--- src/design/adc_cfg_pkg.sv ---
// Constants, types and field layout of the input and reload configuration bank
package adc_cfg_pkg;

	// ****************************************
	// Register map
	// ****************************************
	localparam logic [6:0] INPUT_CFG_ADDR = 7'h11;
	localparam logic [6:0] RELOAD_ADDR = 7'h13;
	localparam logic [7:0] UNMAPPED_READ = 8'h00;

	// ****************************************
	// Field positions
	// ****************************************
	localparam int CHA_SE_BIT = 5;
	localparam int CHB_SE_BIT = 4;
	localparam int DLL_OFF_BIT = 2;
	localparam int AZ_BIT = 0;
	localparam int RELOAD_BIT = 0;

	// ****************************************
	// Reset values
	// ****************************************
	localparam logic SE_RESET = 1'b0;
	localparam logic DLL_OFF_RESET = 1'b0;
	localparam logic AZ_RESET_SLOW = 1'b1;
	localparam logic AZ_RESET_FAST = 1'b0;
	localparam logic RELOAD_RESET = 1'b0;

	// ****************************************
	// Serial frame layout
	// ****************************************
	localparam logic [4:0] ADDR_LAST_BIT = 5'h07;
	localparam logic [4:0] FRAME_LAST_BIT = 5'h0f;

	// ****************************************
	// Types
	// ****************************************
	typedef enum logic [1:0] {
		GRADE_SLOW = 2'h0,
		GRADE_MID = 2'h1,
		GRADE_FAST = 2'h2
	} grade_t;

	typedef enum logic [3:0] {
		SPI_IDLE = 4'h1,
		SPI_ADDR = 4'h2,
		SPI_DATA = 4'h4,
		SPI_DONE = 4'h8
	} spi_state_t;

	typedef struct packed {
		logic cha_se;
		logic chb_se;
		logic dll_off;
		logic az;
	} input_cfg_t;

	function automatic input_cfg_t cfg_reset(input grade_t g);
		input_cfg_t c;
		c.cha_se = SE_RESET;
		c.chb_se = SE_RESET;
		c.dll_off = DLL_OFF_RESET;
		c.az = (g == GRADE_FAST) ? AZ_RESET_FAST : AZ_RESET_SLOW;
		return c;
	endfunction

endpackage

--- src/design/pin_sync.sv ---
// Two-stage synchroniser for asynchronous pin inputs
`timescale 1ns/1ps
module pin_sync #(
	parameter logic RST_VAL = 1'b0
) (
	input wire logic mclk,
	input wire logic rstn,
	input wire logic din,
	output logic dout
);
	logic meta_reg;

	always_ff @(posedge mclk) begin
		if (!rstn) begin
			meta_reg <= RST_VAL;
			dout <= RST_VAL;
		end else begin
			meta_reg <= din;
			dout <= meta_reg;
		end
	end
endmodule

--- src/design/adc_input_cfg.sv ---
// Serial-port register bank: input type, delay loop, auto-zero, bit-map reload
//
// Summary of operation
// - Bit 5 of input config picks channel A single-ended (1) or differential (0).
// - Bit 4 of input config picks channel B single-ended (1) or differential (0).
// - Bit 2 powers down delay loop; window then half period instead of quarter.
// - Delay-loop power-down acts only on the fastest speed grade.
// - Bit 0 of input config turns auto-zero on (1) or off (0).
// - Auto-zero resets on for the slower grades, off for the fastest.
`timescale 1ns/1ps
module adc_input_cfg import adc_cfg_pkg::*; #(
	parameter grade_t GRADE = GRADE_FAST
) (
	input wire logic mclk,
	input wire logic rstn,
	input wire logic sen_n,
	input wire logic sclk,
	input wire logic sdi,
	output logic sdout,
	output logic sdout_oe,
	output logic chan_a_single_ended,
	output logic chan_b_single_ended,
	output logic sample_delay_loop_off,
	output logic sample_window_half,
	output logic auto_zero_on,
	output logic bit_map_reload
);
	localparam input_cfg_t CFG_RESET = cfg_reset(GRADE);
	localparam logic DLL_EFFECTIVE = (GRADE == GRADE_FAST);

	// ****************************************
	// Pin synchronisers
	// ****************************************
	logic sen_n_s;
	logic sclk_s;
	logic sdi_s;
	logic sclk_d_reg;

	pin_sync #(.RST_VAL(1'b1)) u_sync_sen (.mclk(mclk), .rstn(rstn), .din(sen_n), .dout(sen_n_s));
	pin_sync #(.RST_VAL(1'b0)) u_sync_sclk (.mclk(mclk), .rstn(rstn), .din(sclk), .dout(sclk_s));
	pin_sync #(.RST_VAL(1'b0)) u_sync_sdi (.mclk(mclk), .rstn(rstn), .din(sdi), .dout(sdi_s));

	always_ff @(posedge mclk) begin
		if (!rstn) begin
			sclk_d_reg <= 1'b0;
		end else begin
			sclk_d_reg <= sclk_s;
		end
	end

	logic sclk_rise;
	logic sclk_fall;
	assign sclk_rise = sclk_s & ~sclk_d_reg;
	assign sclk_fall = ~sclk_s & sclk_d_reg;

	// ****************************************
	// Serial frame engine
	// ****************************************
	spi_state_t state_reg;
	logic [4:0] bit_cnt_reg;
	logic [7:0] shift_reg;
	logic [7:0] rd_shift_reg;
	logic [6:0] addr_reg;
	logic rw_reg;
	logic addr_done;
	logic data_done;
	logic [7:0] rd_data;
	logic [7:0] wr_data;
	logic wr_stb;
	logic sdout_reg;

	assign addr_done = (state_reg == SPI_ADDR) && sclk_rise && (bit_cnt_reg == ADDR_LAST_BIT);
	assign data_done = (state_reg == SPI_DATA) && sclk_rise && (bit_cnt_reg == FRAME_LAST_BIT);
	assign wr_data = {shift_reg[6:0], sdi_s};
	assign wr_stb = data_done && !rw_reg;

	always_ff @(posedge mclk) begin
		if (!rstn) begin
			state_reg <= SPI_IDLE;
			bit_cnt_reg <= 5'h00;
		end else if (sen_n_s) begin
			state_reg <= SPI_IDLE;
			bit_cnt_reg <= 5'h00;
		end else begin
			case (state_reg)
				SPI_IDLE: begin
					state_reg <= SPI_ADDR;
				end
				SPI_ADDR: begin
					if (sclk_rise) begin
						bit_cnt_reg <= bit_cnt_reg + 5'h01;
					end
					if (addr_done) begin
						state_reg <= SPI_DATA;
					end
				end
				SPI_DATA: begin
					if (sclk_rise) begin
						bit_cnt_reg <= bit_cnt_reg + 5'h01;
					end
					if (data_done) begin
						state_reg <= SPI_DONE;
					end
				end
				SPI_DONE: begin
					state_reg <= SPI_DONE;
				end
				default: begin
					state_reg <= SPI_IDLE;
				end
			endcase
		end
	end

	always_ff @(posedge mclk) begin
		if (!rstn) begin
			shift_reg <= 8'h00;
			addr_reg <= 7'h00;
			rw_reg <= 1'b0;
		end else if (sclk_rise && !sen_n_s) begin
			shift_reg <= wr_data;
			if (addr_done) begin
				rw_reg <= shift_reg[6];
				addr_reg <= wr_data[6:0];
			end
		end
	end

	// Read data is driven on falling edges so the host samples on rising ones
	always_ff @(posedge mclk) begin
		if (!rstn) begin
			rd_shift_reg <= 8'h00;
			sdout_reg <= 1'b0;
		end else if (addr_done) begin
			rd_shift_reg <= rd_data;
		end else if ((state_reg == SPI_DATA) && sclk_fall) begin
			sdout_reg <= rd_shift_reg[7];
			rd_shift_reg <= {rd_shift_reg[6:0], 1'b0};
		end
	end

	assign sdout = sdout_reg;
	assign sdout_oe = (state_reg == SPI_DATA) && rw_reg && !sen_n_s;

	// ****************************************
	// Registers
	// ****************************************
	input_cfg_t cfg_reg;
	logic reload_bit_reg;
	logic reload_pulse_reg;
	logic reload_fire;

	assign reload_fire = wr_stb && (addr_reg == RELOAD_ADDR) && reload_bit_reg
		&& !wr_data[RELOAD_BIT];

	always_ff @(posedge mclk) begin
		if (!rstn) begin
			cfg_reg <= CFG_RESET;
		end else if (reload_fire) begin
			cfg_reg <= CFG_RESET;
		end else if (wr_stb && (addr_reg == INPUT_CFG_ADDR)) begin
			cfg_reg.cha_se <= wr_data[CHA_SE_BIT];
			cfg_reg.chb_se <= wr_data[CHB_SE_BIT];
			cfg_reg.dll_off <= wr_data[DLL_OFF_BIT];
			cfg_reg.az <= wr_data[AZ_BIT];
		end
	end

	always_ff @(posedge mclk) begin
		if (!rstn) begin
			reload_bit_reg <= RELOAD_RESET;
		end else if (wr_stb && (addr_reg == RELOAD_ADDR)) begin
			reload_bit_reg <= wr_data[RELOAD_BIT];
		end
	end

	always_ff @(posedge mclk) begin
		if (!rstn) begin
			reload_pulse_reg <= 1'b0;
		end else begin
			reload_pulse_reg <= reload_fire;
		end
	end

	always_comb begin
		rd_data = UNMAPPED_READ;
		if (wr_data[6:0] == INPUT_CFG_ADDR) begin
			rd_data[CHA_SE_BIT] = cfg_reg.cha_se;
			rd_data[CHB_SE_BIT] = cfg_reg.chb_se;
			rd_data[DLL_OFF_BIT] = cfg_reg.dll_off;
			rd_data[AZ_BIT] = cfg_reg.az;
		end else if (wr_data[6:0] == RELOAD_ADDR) begin
			rd_data[RELOAD_BIT] = reload_bit_reg;
		end
	end

	assign chan_a_single_ended = cfg_reg.cha_se;
	assign chan_b_single_ended = cfg_reg.chb_se;
	assign sample_delay_loop_off = cfg_reg.dll_off & DLL_EFFECTIVE;
	assign sample_window_half = cfg_reg.dll_off & DLL_EFFECTIVE;
	assign auto_zero_on = cfg_reg.az;
	assign bit_map_reload = reload_pulse_reg;

	logic cfg_wr;
	assign cfg_wr = wr_stb && (addr_reg == INPUT_CFG_ADDR);
endmodule

--- config.mk ---
export PLATFORM = sky130hd
export DESIGN_NAME = adc_input_cfg
export DESIGN_NICKNAME = d
export VERILOG_FILES = /design/src/design/adc_cfg_pkg.sv /design/src/design/pin_sync.sv /design/src/design/adc_input_cfg.sv
export SDC_FILE = /design/constraint.sdc
export NUM_CORES = 1
export LEC_CHECK = 0
export BUFFER_PORTS_ARGS = -buffer_cell sky130_fd_sc_hd__buf_2
export CAP_MARGIN = 20
export CORE_MARGIN = 3
export CORE_UTILIZATION = 45
export CTS_CLUSTER_DIAMETER = 100
export DETAILED_ROUTE_END_ITERATION = 6
export PLACE_DENSITY_LB_ADDON = 0.15
export SYNTH_ARGS = -nofsm -noshare
export SYNTH_HDL_FRONTEND = slang
export SYNTH_SLANG_ARGS = --single-unit
--- constraint.sdc ---
create_clock -name mclk -period 1.9 [get_ports mclk]
set_clock_uncertainty 0.2 [all_clocks]
set_input_delay 0.475 -clock mclk [delete_from_list [all_inputs] [get_ports mclk]]
set_output_delay 0.475 -clock mclk [all_outputs]
set_load 0.01 [all_outputs]
Yosys cells after proc, flatten, opt, wreduce, memory -nomap -nowiden

Cells that the tools add are included.

Bitwise operators: 6
Muxes and demuxes: 9
$add $sub $neg: 1
Equal/unequal tests: 12
Reductions and logical operators: 25

Operator list:

| cell                                                                   | number |
|---|---|
| 7-bit by 5-bit equality test with 1-bit output (second input constant) | 4 |
| 4-bit one-hot mux with 4 select lines                                  | 1 |
| 1-bit logical AND                                                      | 13 |
| 6-bit 2-to-1 mux                                                       | 2 |
| 4-bit 2-to-1 mux                                                       | 2 |
| 2-bit AND reduction                                                    | 4 |
| 2-bit OR reduction                                                     | 4 |
| 5-bit by 1-bit adder with 5-bit output (second input constant)         | 1 |
| 5-bit by 3-bit equality test with 1-bit output (second input constant) | 1 |
| 5-bit by 4-bit equality test with 1-bit output (second input constant) | 1 |
| 4-bit by 1-bit equality test with 1-bit output (second input constant) | 1 |
| 4-bit by 2-bit equality test with 1-bit output (second input constant) | 1 |
| 4-bit by 3-bit equality test with 1-bit output (second input constant) | 1 |
| 4-bit equality test (second input constant)                            | 1 |
| 2-bit != test (second input constant)                                  | 2 |
| 1-bit NOT                                                              | 4 |
| 1-bit zero test                                                        | 3 |
| 1-bit 2-to-1 mux                                                       | 3 |
| 1-bit bitwise AND                                                      | 2 |
| 2-bit 2-to-1 mux                                                       | 1 |
| 2-bit nonzero test                                                     | 1 |

Input port bits: 5
Output and inout port bits: 8
Register bits: 46
Word-level logic and storage cells: 74

Logic depth before layout (Yosys ltp)

Gate-level depths: netlist of the first run.

Depth in word-level cells: 9
Depth in mapped cells: 7
Gate-level depth less buffers: 7

By module

Synthesis of the first run repeated with hierarchy kept, for this count alone.

Cells, all modules: 203
Area total of the unflattened synthesis: 1920.6 µm²

Modules (own cells, without submodules):

| module        | times used | cells an instance | area each (µm²) | seq. area each (µm²) |
|---|---|---|---|---|
| adc_input_cfg | 1          | 191               | 1762.9          | 800.8 |
| pin_sync      | 3          | 4                 | 52.6            | 40.0 |

Least setup slack after synthesis of the first run

Ideal clock, no wire load.

Kind: register to register
Start: register bit_cnt_reg[0]
End: register rd_shift_reg[5]
Required time: 1.578 ns
Setup time: 0.122 ns
Clock period less this slack: 1.928 ns
Cell stages (with the launch flop): 6
Arrival: 1.606 ns
Setup slack: -0.028 ns
Path buffers: 0
Cell sequence: dfxtp_1 > ha_1 > nor4bb_1 > nand3_2 > and3_1 > a221o_1

Word-level cells in the longest chain between the ends: 3
Elaborated cells on any way between the ends: 4
Those cells by class: 1 x eq/ne; 1 x mux; 2 x reduce/logical

Ends and longest elaborated chain:

| element                                                | line                 | text |
|---|---|---|
| from (decl)                                            | adc_input_cfg.sv:60  | `logic [4:0] bit_cnt_reg;` |
| from (signal assigned)                                 | adc_input_cfg.sv:91  | `bit_cnt_reg <= bit_cnt_reg + 5'h01;` |
| from (signal assigned)                                 | adc_input_cfg.sv:99  | `bit_cnt_reg <= bit_cnt_reg + 5'h01;` |
| 5-bit by 3-bit equality test with 1-bit output *       | adc_input_cfg.sv:72  | `assign addr_done = (state_reg == SPI_ADDR) && sclk_rise && (bit_cnt_reg == ADDR_LAST_BIT);` |
| 1-bit logical AND *                                    | adc_input_cfg.sv:72  |  |
| 6-bit 2-to-1 mux or 2-bit nonzero test (tied branches) | n/a                  |  |
| to (signal assigned)                                   | adc_input_cfg.sv:135 | `rd_shift_reg <= rd_data;` |
| to (signal assigned)                                   | adc_input_cfg.sv:138 | `rd_shift_reg <= {rd_shift_reg[6:0], 1'b0};` |
| to (decl)                                              | adc_input_cfg.sv:62  | `logic [7:0] rd_shift_reg;` |

Mark *: on every way between the ends. The rest lies on a longest branch, timed or not.
A chain may end at the register's enable or synchronous reset.

Worst setup path in the final report of the first run

Start: register state_reg[1]
End: output port sdout_oe

Word-level cells in the longest chain between the ends: 3

Ends and longest elaborated chain:

| element                                        | line                 | text |
|---|---|---|
| from (decl)                                    | adc_input_cfg.sv:59  | `spi_state_t state_reg;` |
| from (signal assigned)                         | adc_input_cfg.sv:79  | `state_reg <= SPI_IDLE;` |
| from (signal assigned)                         | adc_input_cfg.sv:82  | `state_reg <= SPI_IDLE;` |
| from (signal assigned)                         | adc_input_cfg.sv:87  | `state_reg <= SPI_ADDR;` |
| 4-bit by 3-bit equality test with 1-bit output | adc_input_cfg.sv:143 | `assign sdout_oe = (state_reg == SPI_DATA) && rw_reg && !sen_n_s;` |
| 1-bit logical AND (2 in series)                | adc_input_cfg.sv:143 |  |
| to (decl)                                      | adc_input_cfg.sv:20  | `output logic sdout_oe,` |

Every way passes these cells.

==> results of run 1 <==
==> final timing paths <==
kind | depth (start not counted) | slack, ps | end
max | 4 | -110 | sdout_oe
min | 2 | 170 | u_sync_sen.meta_reg$_SDFF_PN1_
max reg2reg | 7 | -10 | addr_reg[6]$_SDFFE_PN0P_
min reg2reg | 1 | 210 | u_sync_sen.dout$_SDFF_PN1_
==> logic make-up after synthesis <==
family,share of synthesized area [%]
simple gates,26.5
flops,48.5
compound gates,10.8
buf+inv,3.56
mux,7.51
xor+xnor,1.84
fa+ha+maj,1.32
==> per-stage QoR <==
stage	TNS, ps	setup slack, ps	utilization [%]
after global placement	0	27.3	54.4
after floorplan	0	54.6	-
final	-132	-113	63.0
after CTS	-123	-123	58.7
after global routing	-728	-148	63.0
after detailed placement	-158	-32.9	54.4
==> final cells by class <==
cell class,count,area share (%)
Clock buffer,7,3.15
Clock inverter,1,1.24
Inverter,3,0.464
Multi-Input combinational cell,140,42.5
Sequential cell,46,38.4
Tap cell,48,2.48
Timing Repair Buffer,37,11.8
==> per-layer routing <==
metal,vias up,wire (um)
li1,769,-
met1,717,1840
met4,0,109
met2,35,2110
met5,-,0
met3,12,131
==> worst max-delay path, cell delays in order (launching register included) <==
cell and delay [ps]:
dfxtp_2 340, nor4b_4 290, buf_6 140, and3b_1 140, buf_2 120
==> repair_timing <==
| action | in CTS | in global routing |
|---|---|---|
| setup endpoints to repair | 16 | 18 |
| setup buffers | 4 | 5 |
| resized for setup | 10 | 27 |
| gates cloned | 0 | 1 |
| hold buffers | 0 | 0 |
| pin swaps | 4 | 5 |
==> synthesized netlist by cell type (all sizes together) <==
master and count:
nor4bb 2, and3 3, o211ai 2, nand2 18
nor2b 1, o21ai 19, nand2b 5, buf 5
and3b 3, mux2 2, and2 5, o21bai 1
a221o 3, and4 1, a21oi 10, nor4b 5
nand4 2, inv 3, nand4bb 1, mux2i 12
dfxtp 46, nand3b 3, clkbuf 6, xor2 4
and4b 1, nand3 10, nor2 20, nor3 2
ha 2, nor4 2, a211oi 1
==> cells in the final DEF, fill, tap and decap left out, types with 3 or more instances in the layout <==
cell type / Yosys / final
a21oi_1: 10 / 10
a221o_1: 3 / 3
and2_1: 5 / 5
and3b_1: 3 / 3
buf_2: 3 / 12
buf_4: 1 / 21
clkbuf_8: 0 / 5
dfxtp_1: 46 / 41
dfxtp_2: 0 / 3
inv_1: 3 / 3
mux2i_1: 12 / 12
nand2_1: 18 / 18
nand2b_1: 5 / 5
nand3_2: 1 / 7
nor2_1: 20 / 20
nor4b_4: 2 / 3
o21ai_0: 19 / 10
o21ai_1: 0 / 9
xor2_1: 4 / 3
==> power groups by stage <==
| stage | sequential [mW] | clock (mW) | combinational, mW |
|---|---|---|---|
| after CTS | 0.975 | 0.721 | 0.0480 |
| after floorplan | 0.999 | 0 | 0.0280 |
| after detailed placement | 1.00 | 0 | 0.0442 |
| after global routing | 0.976 | 0.767 | 0.0568 |
| final | 0.975 | 0.700 | 0.0513 |
| after global placement | 1.00 | 0 | 0.0429 |
==> results_dict.tcl, run 1 <==
set metrics [dict create \
    syn-instance-count 200 \
    io_pins 13 \
    ir_drop_mv 0.481 \
    drive_gt1_share_pct 29.5 \
    rr_startpoint "state_reg[0]$_SDFFE_PP1P_" \
    rsz0062_at_grt "true" \
    seqCellArea_um2 932 \
    first_pass_iters 4 \
    gp_congestion 0.827 \
    period_minus_slack_ps 2010 \
    grt_max_degree 24 \
    routed_via_density 5.44 \
    p_int_mw 1.38 \
    top_usage_layer "met2" \
    synth_area_leaders "dfxtp_1, mux2i_1, o21ai_0, nor2_1, nand2_1" \
    cts-root-buf "clkbuf_8" \
    maxCapViolCount 0 \
    clockBufferDepth 2 \
    p_sw_share_pct 19.9 \
    die_h_um 71.0 \
    clock_sinks 46 \
    synth_top_area_cell "dfxtp_1" \
    dieArea_mm2 0.00504 \
    pwr_density_cell_mw_per_mm2 712 \
    largest_reg_flops 8 \
    routed_wl_um 4190 \
    first_global_vias 1485 \
    cp.required_ps 1220 \
    drcViolationCount 0 \
    cts_tree "yes" \
    fillers 311 \
    seqPwrFrac_pct 56.5 \
    fin_area_mm2 0.00243 \
    max_freq_mhz 497 \
    post-dp-hpwl_um 2720 \
    globalRouteMet1Util_pct 20.6 \
    synth_top_area_share_pct 48.5 \
    hp-start "sen_n" \
    violations "setup timing" \
    yosysWarnings 0 \
    route.vias.total 1533 \
    dp_cells 264 \
    period_share_pct 106 \
    clk_pin_slew_ps 80 \
    worstPathMaxFanout 2 \
    cts_buffers 5 \
    holdWs_ps 175 \
    min_path_type "primary input to flop" \
    synth_cell_type_count 37 \
    postSynthAreaPerCell_um2 9.50 \
    setup_viol 3 \
    wl_per_cell_um 14.9 \
    dieWidth_um 71.0 \
    syn_nets 207 \
    num_rows 22 \
    endpoint_kind "output port" \
    p_comb_share_pct 3.0 \
    area_growth_pct 27.7 \
    hold_viol 0 \
    antennaDiodeCount 0 \
    ys_ff_latch 46 \
    relSlewSlack_pct 72.9 \
    worst_setup_path_start_kind "flop" \
    power_mw 1.73 \
    power_switching_uw 343 \
    drt-initial-drc-count 60 \
    place_area_mm2 0.00209 \
    multi_input_area_mm2 0.00103 \
    final.setup.worst_slack_ps -113 \
    htreeDepth 2 \
    port_buffers 12 \
    grt_first_pass_wirelength_um 6800 \
    fin_nets 240 \
    final-max-slew-violation-count 0 \
    syn_area_mm2 0.00190 \
    clkPwrFrac_pct 40.5 \
    crit_start "state_reg[1]$_SDFFE_PP0P_" \
    antenna_left 0 \
    use_met2_pct 28.7 \
    critPathKind "flop to output port" \
    clock_latency_ps 300 \
    final_cell_count_no_fill 282 \
    worst_pin_slew_ps 405 \
    worstPathArrival_ps 1340 \
    core_area_mm2 0.00385 \
    gr-usage-all-layers_pct 17.2 \
    outcome "finished, violations left" \
    p_leak_nw 1.00 \
    grt_util_met3_pct 3.98 \
    initial_core_util_pct 49.3 \
    gr-total-overflow 0 \
    seq_area_frac_synth_pct 48.5 \
    grt_antenna_before_repair 0 \
]
Note: power is estimated with default switching activity, not from simulation.
==> run 2: changes to the inputs <==
Settings changed: CAP_MARGIN 20 to default, SETUP_SLACK_MARGIN from default to 0.3.
==> results_dict.tcl, run 2 (synthesis gave the netlist of run 1 again) <==
set metrics [dict create \
    core_area_mm2 0.00385 \
    fin_nets 238 \
    port_buffers 12 \
    first_global_vias 1479 \
    first_pass_iters 4 \
    period_minus_slack_ps 1970 \
    hold_buffers 0 \
    final.setup.worst_slack_ps -66.3 \
    gp_congestion 0.807 \
    post-dp-hpwl_um 2900 \
    clockBufferDepth 2 \
    cp_top_family "simple AND/OR/NAND/NOR gates" \
    clock_sinks 46 \
    endpoint_kind "output port" \
    area_growth_pct 30.6 \
    cts-root-buf "clkbuf_8" \
    hold_viol 0 \
    grt_first_pass_wirelength_um 7130 \
    pwr_density_cell_mw_per_mm2 662 \
    antenna_left 0 \
    num_rows 22 \
    slowest_delay_ps 360 \
    holdPathEnd "u_sync_sen.meta_reg$_SDFF_PN1_" \
    cp.required_ps 1220 \
    largest_reg_flops 8 \
    hp-start "sen_n" \
    htreeDepth 2 \
    clk_pin_slew_ps 80 \
    final_cell_mix "dfxtp_1, nor2_1, nand2_1" \
    crit_buf_inv 1 \
    crit_slowest_cell "dfxtp_4" \
    setup_viol 1 \
    top_layer "met4" \
    dieArea_mm2 0.00504 \
    io_pins 13 \
    p_leak_nw 0.999 \
    worst_setup_path_start_kind "flop" \
    ir_drop_mv 0.589 \
    rsz0062_at_grt "true" \
    max_freq_mhz 509 \
    outcome "finished, violations left" \
    hold-path-cell-count 2 \
    route.vias.total 1539 \
    initial_core_util_pct 49.3 \
    post-route-util_pct 64.4 \
    dp_cells 262 \
    power_mw 1.64 \
    dr_wl_met3_um 159 \
    ff2ff_setup_slack_ps 80 \
    worstPathArrival_ps 1290 \
    worstPathCellList "nor4b_4 > and3b_2 > buf_6" \
    antennaDiodeCount 0 \
    worstReg2RegEnd "chan_a_single_ended$_SDFFE_PP0P_" \
    drt-initial-drc-count 72 \
    die_h_um 71.0 \
    dieWidth_um 71.0 \
    critPathKind "flop to output port" \
    period_share_pct 103 \
    routed_wl_um 4330 \
    relSlewSlack_pct 72.7 \
    wl_per_cell_um 15.5 \
    drcViolationCount 0 \
    wl_met1_um 1880 \
    cts_buffers 5 \
    maxCapViolCount 0 \
    reg2reg_depth 8 \
    wl_met2_um 2220 \
    gr-total-overflow 0 \
    cts_tree "yes" \
    final_cell_count_no_fill 280 \
    worst_pin_slew_ps 407 \
    clock_latency_ps 300 \
    violations "setup timing" \
    gr-usage-all-layers_pct 17.9 \
    drive_gt1_share_pct 35.3 \
    routed_via_density 5.50 \
    grt_antenna_before_repair 0 \
    layout_commonest_cell "dfxtp_1" \
    min_path_type "primary input to flop" \
    worstPathMaxFanout 2 \
    final-max-slew-violation-count 0 \
    grt_max_degree 24 \
    rr_startpoint "bit_cnt_reg[1]$_SDFFE_PP0P_" \
]
-- run 2: area by class of cell --
cell class	count	area, um^2
Timing Repair Buffer	35	292
Multi-Input combinational cell	140	1090
Clock inverter	2	12.5
Sequential cell	46	935
Tap cell	48	60.1
Fill cell	308	1370
Clock buffer	6	82.6
Inverter	3	11.3
-- run 2: stage by stage --
| stage | hold WS, ps | cell area (um^2) | worst slack (ps) | setup TNS (ps) |
|---|---|---|---|---|
| 2_1_floorplan | 186 | 1970 | 126 | 0 |
| 3_3_place_gp | 194 | 2120 | 99.7 | 0 |
| 3_5_place_dp | 216 | 2120 | 14.3 | 0 |
| 4_1_cts | 147 | 2410 | -85.1 | -85.1 |
| 5_1_grt | 153 | 2480 | -111 | -133 |
| 6_report | 158 | 2480 | -66.3 | -66.3 |
-- run 2: worst max path at each step --
| stage | from | end | slack [ps] | depth (start not counted) |
|---|---|---|---|---|
| after floorplan | state_reg[3]$_SDFFE_PP0P_ | rd_shift_reg[4]$_SDFFE_PN0P_ | 130 | 6 |
| after global placement | bit_cnt_reg[1]$_SDFFE_PP0P_ | auto_zero_on$_SDFFE_PP0P_ | 100 | 7 |
| after detailed placement | bit_cnt_reg[1]$_SDFFE_PP0P_ | sample_delay_loop_off$_SDFFE_PP0P_ | 10 | 7 |
| after CTS | state_reg[1]$_SDFFE_PP0P_ | sdout_oe | -90 | 3 |
| after global routing | state_reg[1]$_SDFFE_PP0P_ | sdout_oe | -110 | 3 |
| final | state_reg[1]$_SDFFE_PP0P_ | sdout_oe | -70 | 3 |
-- run 2: routing by layer --
| layer | global-route usage, % | vias up |
|---|---|---|
| li1 | - | 765 |
| met1 | 22.5 | 742 |
| met2 | 29.4 | 27 |
| met3 | 4.69 | 5 |
| met4 | 7.10 | 0 |
| met5 | 0 | - |
-- run 2: timing repair --
action	4_1_cts	5_1_grt
pin swaps	9	7
endpoints found under the setup margin	29	38
gates cloned	1	0
resized for setup	33	16
buffers inserted	8	1
endpoints found under the hold margin	0	0
-- run 2: power by group --
part	total (mW)	internal [mW]	switching, mW
clock network	0.612	0.292	0.319
registers	0.974	0.968	0.00605
logic	0.0550	0.0213	0.0337
total	1.64	1.28	0.359
